--- src/pkg/mode_reg_defines.vh ---
// Summary of operation
// - burst lengths two, four, eight, both orders
// - block chosen by column bits above offset
// - burst wraps inside its aligned block
// - one burst length for reads and writes
// - burst order bit picks sequential or interleaved
// - sequential start plus k, interleaved start xor k
// - read data appears latency clocks after command
// - read latency of 2, 2.5 or 3 clocks
// - operating bits all zero select normal mode
// - dll restart bit alone starts dll reset
// - extended register holds dll enable, drive strength
// - self refresh exit re-enables dll itself, except in a clock with an extended load, whose dll bit is taken instead
// - base register field layout as documented
// - base register retains, dll restart self-clears
`ifndef MODE_REG_DEFINES_VH
`define MODE_REG_DEFINES_VH
`define ADDR_W          14
`define COL_W           12
`define BL_LSB          0
`define BL_MSB          2
`define BT_BIT          3
`define CL_LSB          4
`define CL_MSB          6
`define OPM_LSB         7
`define OPM_MSB         13
`define DLL_RST_BIT     8
`define EMR_DLL_DIS_BIT 0
`define EMR_DRV_BIT     1
`define BL_2            3'h1
`define BL_4            3'h2
`define BL_8            3'h3
`define CL_2            3'h2
`define CL_3            3'h3
`define CL_25           3'h6
`define BT_SEQ          1'h0
`define MR_RESET        14'h0032
`define EMR_RESET       14'h0000
`define DLL_LOCK_CYC    8'hC8
`define LAT_SEL_W       3
`define LAT_SEL_2       3'h4
`define LAT_SEL_25      3'h5
`define LAT_SEL_3       3'h6
`endif

--- src/rtl/burst_addr_gen.v ---
`timescale 1ns/1ps
`include "mode_reg_defines.vh"
// column for beat k of a burst inside its aligned block
module burst_addr_gen (
  input  wire [`COL_W-1:0] start_col_in, // column given with read or write
  input  wire [2:0]        beat_in,      // beat index k
  input  wire [2:0]        bl_code_in,   // burst length field
  input  wire              order_in,     // burst order bit
  output reg  [`COL_W-1:0] col_out       // column to access
);
  reg [2:0] mask;  // offset bits owned by the burst
  reg [2:0] off;   // start offset in block
  reg [2:0] step;  // offset for beat k
  always @* begin
    case (bl_code_in)
      `BL_2:   mask = 3'h1;
      `BL_4:   mask = 3'h3;
      `BL_8:   mask = 3'h7;
      default: mask = 3'h1; // reserved codes: treat as two
    endcase
    off = start_col_in[2:0] & mask;
    if (order_in == `BT_SEQ)
      step = (off + beat_in) & mask; // modulo via mask
    else
      step = (off ^ beat_in) & mask;
    // high bits kept, low bits replaced: burst wraps in block
    col_out = {start_col_in[`COL_W-1:3], (start_col_in[2:0] & ~mask) | step};
  end
endmodule

--- src/rtl/mode_reg_burst.v ---
`timescale 1ns/1ps
`include "mode_reg_defines.vh"
// mode and extended mode registers, burst sequencer and read latency timing
module mode_reg_burst (
  input  wire                 clk_sys_in,        // command clock
  input  wire                 rst_in,            // sync active high reset
  input  wire                 load_mode_in,      // load mode register command
  input  wire                 bank_select_low_in, // bank select 0
  input  wire                 bank_select_high_in, // bank select 1
  input  wire [`ADDR_W-1:0]   addr_in,           // op-code or column
  input  wire                 read_cmd_in,       // read command
  input  wire                 write_cmd_in,      // write command
  input  wire                 self_refresh_exit_in, // self refresh exit pulse
  input  wire                 clk_gate_in,       // clock-gate level (cke)
  output reg  [2:0]           burst_len_code_out, // stored burst length
  output reg                  burst_order_select_bit_out, // stored order
  output reg  [2:0]           read_latency_setting_out, // stored latency
  output reg                  dll_restart_bit_out, // dll restart requested, high for one clock
  output reg                  normal_mode_out,   // last load was normal
  output reg                  dll_enable_out,    // dll enabled
  output reg                  drive_weak_out,    // reduced drive strength
  output reg                  dll_locked_out,    // 200 clocks passed
  output reg                  burst_active_out,  // burst beats running
  output reg                  burst_is_write_out, // current burst is write
  output reg  [`COL_W-1:0]    burst_col_out,     // column of current beat
  output reg                  rd_data_valid_out, // first read data edge
  output reg                  rd_half_cycle_out  // data on falling edge
);
  localparam ST_IDLE = 2'h1; // no burst
  localparam ST_RUN  = 2'h2; // stepping beats

  reg [1:0]         state_r;    // burst state, one-hot
  reg [`COL_W-1:0]  start_r;    // start column
  reg [2:0]         beat_r;     // beat index
  reg [2:0]         last_beat;  // final beat index
  reg [7:0]         lock_cnt_r; // dll relock counter
  reg [`LAT_SEL_W-1:0] lat_pipe_r; // read latency shift chain
  wire [`COL_W-1:0] gen_col;    // column from generator
  wire              mr_sel;     // base register selected
  wire              emr_sel;    // extended register selected
  wire [6:0]        opm;        // operating mode bits

  assign mr_sel  = load_mode_in & ~bank_select_low_in & ~bank_select_high_in;
  assign emr_sel = load_mode_in & bank_select_low_in & ~bank_select_high_in;
  assign opm     = addr_in[`OPM_MSB:`OPM_LSB];

  // beats per burst minus one from the single length field
  always @* begin
    case (burst_len_code_out)
      `BL_4:   last_beat = 3'h3;
      `BL_8:   last_beat = 3'h7;
      default: last_beat = 3'h1;
    endcase
  end

  burst_addr_gen u_gen (
    .start_col_in (start_r),
    .beat_in      (beat_r),
    .bl_code_in   (burst_len_code_out),
    .order_in     (burst_order_select_bit_out),
    .col_out      (gen_col)
  );

  // base and extended mode registers
  always @(posedge clk_sys_in) begin
    if (rst_in) begin
      burst_len_code_out         <= `BL_4; // length field of the reset op-code
      burst_order_select_bit_out <= 1'h0;
      read_latency_setting_out   <= `CL_3;
      dll_restart_bit_out        <= 1'h0;
      normal_mode_out            <= 1'h1;
      dll_enable_out             <= 1'h1;
      drive_weak_out             <= 1'h0;
    end else begin
      // restart flag clears itself one clock after its load
      dll_restart_bit_out <= 1'h0;
      if (mr_sel) begin
        burst_len_code_out         <= addr_in[`BL_MSB:`BL_LSB];
        burst_order_select_bit_out <= addr_in[`BT_BIT];
        read_latency_setting_out   <= addr_in[`CL_MSB:`CL_LSB];
        normal_mode_out  <= (opm == 7'h00);
        dll_restart_bit_out <= (opm == 7'h02);
      end
      if (emr_sel) begin
        dll_enable_out <= ~addr_in[`EMR_DLL_DIS_BIT];
        drive_weak_out <= addr_in[`EMR_DRV_BIT];
      end else if (self_refresh_exit_in) begin
        dll_enable_out <= 1'h1; // automatic re-enable
      end
    end
  end

  // dll lock wait: clocks counted only with clock gate high
  always @(posedge clk_sys_in) begin
    if (rst_in) begin
      lock_cnt_r     <= 8'h00;
      dll_locked_out <= 1'h0;
    end else if (dll_restart_bit_out || self_refresh_exit_in ||
                 (emr_sel && !addr_in[`EMR_DLL_DIS_BIT]) || !dll_enable_out) begin
      lock_cnt_r     <= 8'h00; // restart wait on any enable or reset
      dll_locked_out <= 1'h0;
    end else if (clk_gate_in && !dll_locked_out) begin
      lock_cnt_r <= lock_cnt_r + 8'h01;
      if (lock_cnt_r == `DLL_LOCK_CYC - 8'h01)
        dll_locked_out <= 1'h1; // status only, reads are not blocked
    end
  end

  // burst sequencer; a new command restarts the burst (truncation)
  always @(posedge clk_sys_in) begin
    if (rst_in) begin
      state_r            <= ST_IDLE;
      start_r            <= {`COL_W{1'b0}};
      beat_r             <= 3'h0;
      burst_active_out   <= 1'h0;
      burst_is_write_out <= 1'h0;
      burst_col_out      <= {`COL_W{1'b0}};
    end else begin
      if (read_cmd_in || write_cmd_in) begin
        state_r            <= ST_RUN;
        start_r            <= addr_in[`COL_W-1:0];
        beat_r             <= 3'h0;
        burst_is_write_out <= write_cmd_in;
        burst_active_out   <= 1'h0;
      end else begin
        case (state_r)
          ST_IDLE: begin
            burst_active_out <= 1'h0;
          end
          ST_RUN: begin
            burst_active_out <= 1'h1;
            burst_col_out    <= gen_col;
            if (beat_r == last_beat)
              state_r <= ST_IDLE; // same length for both directions
            else
              beat_r <= beat_r + 3'h1;
          end
          default: state_r <= ST_IDLE;
        endcase
      end
    end
  end

  // read latency: command at edge n, data flag at edge n+m
  always @(posedge clk_sys_in) begin
    if (rst_in) begin
      lat_pipe_r        <= {`LAT_SEL_W{1'b0}};
      rd_data_valid_out <= 1'h0;
      rd_half_cycle_out <= 1'h0;
    end else begin
      lat_pipe_r <= {lat_pipe_r[`LAT_SEL_W-2:0], read_cmd_in};
      case (read_latency_setting_out)
        `CL_2: begin
          rd_data_valid_out <= lat_pipe_r[0];
          rd_half_cycle_out <= 1'h0;
        end
        `CL_25: begin
          // half clock falls after edge n+2; flag marks that edge
          rd_data_valid_out <= lat_pipe_r[0];
          rd_half_cycle_out <= lat_pipe_r[0];
        end
        default: begin
          rd_data_valid_out <= lat_pipe_r[1]; // three clocks, also for reserved
          rd_half_cycle_out <= 1'h0;
        end
      endcase
    end
  end
endmodule

--- config.mk ---
export PLATFORM = sky130hd
export DESIGN_NAME = mode_reg_burst
export DESIGN_NICKNAME = d
export VERILOG_FILES = /design/src/rtl/burst_addr_gen.v /design/src/rtl/mode_reg_burst.v
export VERILOG_INCLUDE_DIRS = /design/src /design/src/pkg
export SDC_FILE = /design/constraint.sdc
export NUM_CORES = 1
export LEC_CHECK = 0
export BUFFER_PORTS_ARGS = -buffer_cell sky130_fd_sc_hd__buf_2
export CORE_UTILIZATION = 45
export CTS_CLUSTER_SIZE = 25
export DETAILED_ROUTE_END_ITERATION = 16
export HOLD_SLACK_MARGIN = 0.08
export MAX_ROUTING_LAYER = met4
export PLACE_DENSITY = 0.8
export SLEW_MARGIN = 20
export SYNTH_ARGS = -nofsm -noshare
export SYNTH_HDL_FRONTEND = slang
export SYNTH_SLANG_ARGS = --single-unit
export TNS_END_PERCENT = 1
--- constraint.sdc ---
create_clock -name clk_sys_in -period 2.4 [get_ports clk_sys_in]
set_input_delay 0.12 -clock clk_sys_in [delete_from_list [all_inputs] [get_ports clk_sys_in]]
set_output_delay 0.12 -clock clk_sys_in [all_outputs]
set_load 0.01 [all_outputs]
## Yosys cells after proc, flatten, opt, wreduce, memory -nomap -nowiden

Index checks and enable logic that the tools add are counted.

- Register bits: 55
- Bits of input ports: 23
- Output and inout bits: 28
- Logic and storage cells: 80

- Add/sub/neg operators: 3
- Equal/unequal tests: 11
- Muxes and demuxes: 9
- Bitwise logic cells: 18
- Reduce and logical (&&, ||, !) cells: 21

Operators with widths:

| kind | count |
|---|---|
| AND 3 bit | 4 |
| OR reduction 2 bit | 5 |
| equality test 3 x 2 -> 1 bit (second input constant) | 3 |
| adder 8 x 1 -> 8 bit (second input constant) | 1 |
| equality test 8 bit (second input constant) | 1 |
| AND reduction 2 bit | 4 |
| equality test 7 x 2 -> 1 bit (second input constant) | 1 |
| logical NOT 7 bit | 1 |
| NOT 1 bit | 7 |
| one-hot mux 3 bit (2 select lines) | 1 |
| AND 1 bit | 4 |
| logical OR 1 bit | 4 |
| 2-to-1 mux 2 bit | 2 |
| one-hot mux 2 bit (2 select lines) | 1 |
| nonzero test 2 bit | 2 |
| adder 3 x 1 -> 3 bit (second input constant) | 1 |
| adder 3 bit | 1 |
| equality test 3 bit | 1 |
| equality test 3 bit (second input constant) | 1 |
| logical NOT 1 bit | 3 |
| 2-to-1 mux 1 bit | 3 |
| 2-to-1 mux 3 bit | 1 |
| inequality test 3 bit (second input constant) | 1 |
| NOT 3 bit | 1 |
| other kinds (7) | 8 |

## Depth between registers and ports, before layout

- Depth after elaboration: 7
- Mapped depth: 7
- Gate-level depth less buffers: 7

## Modules after synthesis

From an unflattened synthesis, not the netlist that was laid out.

- Cells, all modules: 274
- Area, all modules: 2356.0 um^2

Modules (own cells, without submodules):

| module | times used | cells each | area an instance (um^2) | sequential area each (um^2) |
|---|---|---|---|---|
| mode_reg_burst | 1 | 248 | 2142.1 | 1101.1 |
| burst_addr_gen | 1 | 26 | 214.0 | 0.0 |

## Least setup slack after synthesis

Ideal clock, no wire load.

- Kind: register to register
- From: register burst_len_code_out[1]
- To: register burst_col_out[2]
- Setup time: 92 ps
- Data arrival time: 1587 ps
- Required time: 2308 ps
- Path slack: 721 ps
- Stages on the path, launching flop included: 8
- Buffers on the path: 0
- Clock period less this slack: 1679 ps
- Cells stage by stage: dfxtp_1 > nor2b_2 > and2_1 > fa_1 > nand2b_1 > xnor2_1 > and4_1 > nor4_1

- Word-level cells in the longest chain between the ends: 7
- Elaborated cells between the ends (all ways): 12
- Classes of those cells: 1 x add/sub; 2 x eq/ne; 2 x mux; 7 x bitwise

Ends and longest elaborated chain:

| item | line | source |
|---|---|---|
| start: declaration | mode_reg_burst.v:15 | `output reg [2:0] burst_len_code_out,` |
| start signal: assignment | mode_reg_burst.v:67 | `` burst_len_code_out <= `BL_4; `` |
| start signal: assignment | mode_reg_burst.v:78 | `` burst_len_code_out <= addr_in[`BL_MSB:`BL_LSB]; `` |
| equality test 3 x 2 -> 1 bit | burst_addr_gen.v:15 | `case (bl_code_in)` |
| one-hot mux 3 bit (2 select lines) (*) | burst_addr_gen.v:15 |  |
| AND 3 bit | burst_addr_gen.v:21 | `off = start_col_in[2:0] & mask;` |
| adder 3 bit / bitwise XOR 3 bit (equally long branches) | burst_addr_gen.v:23, burst_addr_gen.v:25 |  |
| AND 3 bit, on equally long branches | burst_addr_gen.v:23, burst_addr_gen.v:25 |  |
| 2-to-1 mux 3 bit | burst_addr_gen.v:22 | `` if (order_in == `BT_SEQ) `` |
| OR 3 bit (*) | burst_addr_gen.v:27 | `` col_out = {start_col_in[`COL_W-1:3], (start_col_in[2:0] & ~mask) \| step}; `` |
| end signal: assignment | mode_reg_burst.v:117 | `` burst_col_out <= {`COL_W{1'b0}}; `` |
| end signal: assignment | mode_reg_burst.v:132 | `burst_col_out <= gen_col;` |
| end: declaration | mode_reg_burst.v:25 | `` output reg [`COL_W-1:0] burst_col_out, `` |

Every way passes the cells marked *; elsewhere a longest branch is shown, timed or not.
A chain may end at the register's enable or synchronous reset.

## Worst setup path in the final report

Ends and elaborated chain as after synthesis.

==> flow_results.org <==
** Outcome
- The flow ran to the end, and the final reports show no timing, DRC or antenna violations.

** Logic synthesis
- Instance count of the mapped netlist :: 258
- The mapped netlist covers 2240 um2.
- Main synth FF type :: sky130_fd_sc_hd__dfxtp_1
- In this run, synthesis produced a sequential element count of 55.
- Portion of synthesized cell area occupied by the leading cell type :: 49.2%
- sky130_fd_sc_hd__dfxtp_1 takes more of the synthesized area than any other cell.
- Counting flops with a built-in enable in the synthesized netlist gives 0.
- Share of the yosys chip area belonging to registers :: 49.2%
- Async set or reset register ratio after synthesis :: 0%
- Leading cell type by number of instances after synthesis :: sky130_fd_sc_hd__nand2_1
- Synthesized netlist net count :: 288
- Top cells by area, synth :: sky130_fd_sc_hd__dfxtp_1 49%, sky130_fd_sc_hd__nand2_1 12%, sky130_fd_sc_hd__a21oi_1 6.9%, sky130_fd_sc_hd__mux2i_1 3.6%, sky130_fd_sc_hd__ha_1 3.4%
- Synth warn :: 0
- Leading cell types by count after synthesis :: 71 x sky130_fd_sc_hd__nand2_1, 55 x sky130_fd_sc_hd__dfxtp_1, 31 x sky130_fd_sc_hd__a21oi_1
- A synthesized cell averages 8.68 um2.
- Counting distinct cell types in the post-synthesis netlist gives 41.

** Layout
- After the last flow step, the layout net total stands at 349.
- Area growth syn-to-layout :: 23.9%
- After the flow finishes, the layout carries non-filler instances totaling 387.
- Number of inserted diodes :: 0
- In the final layout, the share of cells above drive strength 1 is 20.3%.

** Clock tree
- TritonCTS built the clock tree.
- TritonCTS created 5 clock buffers.
- H-tree levels :: 2
- Clk_lat worst skew :: 0.31 ns
- The clock passes through at most 2 buffers.
- Number of gates given a new drive strength after cts :: 0
- Clock tree synthesis selected as its root buffer the cell sky130_fd_sc_hd__clkbuf_8.
- Total number of clock tree sinks :: 55
- Clock-pin slew was measured on the worst setup and hold paths at 0.10 ns.
- Setup bufs post-CTS :: 0

** GRT
- Global routing used 21.5% of the available tracks.
- Entering global routing, the biggest net connects 28 pins.
- The via count of the first global-routing pass is 1810.
- Wire length of the first global-routing pass :: 8.42 mm
- Antenna violations before repair :: 0
- Summed over all layers, the global routing overflow is 0.

** Floorplanning
- Standard cell core area :: 4750 um2
- The die covers 5260 um2.
- Floorplan row count :: 25
- Die extent in y :: 72.5 um
- The initial utilization of the core area, before any placement, comes to 47.1%.
- Width of the die :: 72.5 um
- For this design the top-level I/O count stands at 51.

** Critical path
- STA classifies the critical path endpoint as a flip-flop.
- Worst setup SP type :: flip-flop
- STA puts the critical path data required time at 2.63 ns.
- Worst-case reg-to-reg path depth :: 7
- By startpoint and endpoint, the worst setup path is classified as flip-flop to flip-flop.
- Data arrives at the worst endpoint at 2.05 ns.
- In this run the worst path has a maximum fanout of 5.

** Place
- The wire-length estimate of the detail-placed layout is 3.53 mm.
- Buffers on Ports :: 50
- OpenSTA, run right after detailed placement, puts the worst setup slack at 0.619 ns.
- The number of placed instances, taps included, is 367.
- Routability cong. :: 0.827

** Power
- Power density normalized to cell area :: 631 nW/um2
- The analysis attributes to cell leakage a power of 1.19 nW.
- Maximum ir drop on the vdd rail :: 0.000368 V

** Timing
- Derived from the worst setup path, the maximum achievable clock frequency is 0.549 GHz.
- Final-report hold violation count :: 0
- Slew headroom :: 57.2%
- Fraction of the cycle the final worst path needs :: 75.9%
- Final period demand of the worst path :: 1.82 ns
- Setup violations remaining at the end of the flow were counted as 0.
- Number of pins with negative max-slew slack in the final report :: 0
- Unrepaired setup endpoints after global routing :: no
- Summed over all failing endpoints, the final setup total negative slack is 0 ns.
- The tightest hold path in the finished design has a slack of 0.0908 ns.
- Across the routed clock network, the largest skew measured is 0.00729 ns.
- For the pin with the worst max-slew slack, the measured transition is 0.637 ns.
- Min setup slack post-route :: 0.579 ns

** Detailed routing
- Detailed-route wire length :: 5.23 mm
- The detailed router placed 1989 vias in this run.
- After the first detailed-routing iteration, the DRC count stood at 128.
- After detailed routing, the average wire length per cell comes to 13.5 um.
- Number of nets with antenna violations after detailed routing :: 0
- DRC errors left :: 0
- Before antenna repair, the detailed router went through 4 iterations.
- Using the TritonRoute via totals, the vias-per-cell ratio works out to 5.14.

** Hold path
- Hold/Removal Path Class :: input pin to flip-flop
- Along the worst hold path, the cell count comes to 3.

** Run
- Across the run, the number of max-cap violations was 0.
-- cell usage in the layout (no fill, tap or decap), drive strengths merged, types with 3 or more instances in the layout --
cell          n
buf          53
ha            6
nor3          3
a21oi        31
and2          3
xnor2         4
o21ai         3
nand3b        5
mux2i         8
nand2b        4
clkbuf        5
nor4          3
nand2        71
dfxtp        55
or3           3
nor2         18
dlygate4sd3  12
xor2          4
nor2b         3
inv           4
-- where the power goes --
part           total [W]  internal, W  switching (W)
registers       0.000960     0.000941      0.0000183
clock network   0.000632     0.000315       0.000317
logic           0.000160    0.0000725      0.0000879
total            0.00175      0.00133       0.000423
-- cell families (layout without fill, tap and decap cells) --
family	Yosys count	count (layout)	synth area share, %
compound gates	41	41	10.3
mux	8	8	3.58
simple gates	125	125	26.5
flops	55	55	49.2
buf+inv	14	76	3.02
xor+xnor	8	8	3.13
fa+ha+maj	7	7	4.25
-- path summary, 6_finish.rpt --
check / start / endpoint / slack, ns
min: addr_in[1] / start_r[1] / 0.09
max reg2reg: burst_len_code_out[1] / burst_col_out[2] / 0.58
max: burst_len_code_out[1] / burst_col_out[2] / 0.58
min reg2reg: start_r[11] / start_r[11] / 0.46
-- flip-flops by register name, summed over array words and instances, names as in the netlist --
register / cells
rd_data_valid_out: 1
burst_len_code_out: 3
burst_order_select_bit_out: 1
dll_restart_bit_out: 1
dll_enable_out: 1
normal_mode_out: 1
rd_half_cycle_out: 1
read_latency_setting_out: 3
start_r: 12
dll_locked_out: 1
burst_active_out: 1
state_r: 2
beat_r: 3
burst_is_write_out: 1
lat_pipe_r: 2
drive_weak_out: 1
burst_col_out: 12
lock_cnt_r: 8
-- routing by layer --
layer,share of wire [%],global-route usage [%]
met3,5.9,4.44
met1,45,27.7
met4,0.99,5.66
met5,0,-
met2,48,34.3
-- per-stage QoR --
step	total power (W)	area, um2	util [%]
6_report	0.00175	2770	58.3
3_3_place_gp	0.00112	2540	53.4
4_1_cts	0.00175	2770	58.3
3_5_place_dp	0.00112	2540	53.4
5_1_grt	0.00182	2770	58.3
2_1_floorplan	0.00107	2240	-
-- cell type report --
type	count	area, um2
clock buffers	5	68.8
clock inverters	3	46.3
repair buffers	65	393
flip-flops and latches	55	1100
inverters	3	11.3
well taps	67	83.8
multi-input cells	189	1070
fillers	434	1980
-- critical path, cell delays in order (launching register included) --
cell                       delay, ns
sky130_fd_sc_hd__dfxtp_1        0.35
sky130_fd_sc_hd__nor2b_2        0.19
sky130_fd_sc_hd__and2_1         0.19
sky130_fd_sc_hd__fa_1           0.39
sky130_fd_sc_hd__nand2b_1       0.11
sky130_fd_sc_hd__xnor2_1        0.15
sky130_fd_sc_hd__a211oi_1       0.11
sky130_fd_sc_hd__nor4_1         0.25
-- repair_timing --
action                                  4_1_cts  5_1_grt
endpoints found under the hold margin        18        0
hold buffers                                 12        0
endpoints found under the setup margin        0        0
No activity file was read; power rests on OpenSTA's default activity.
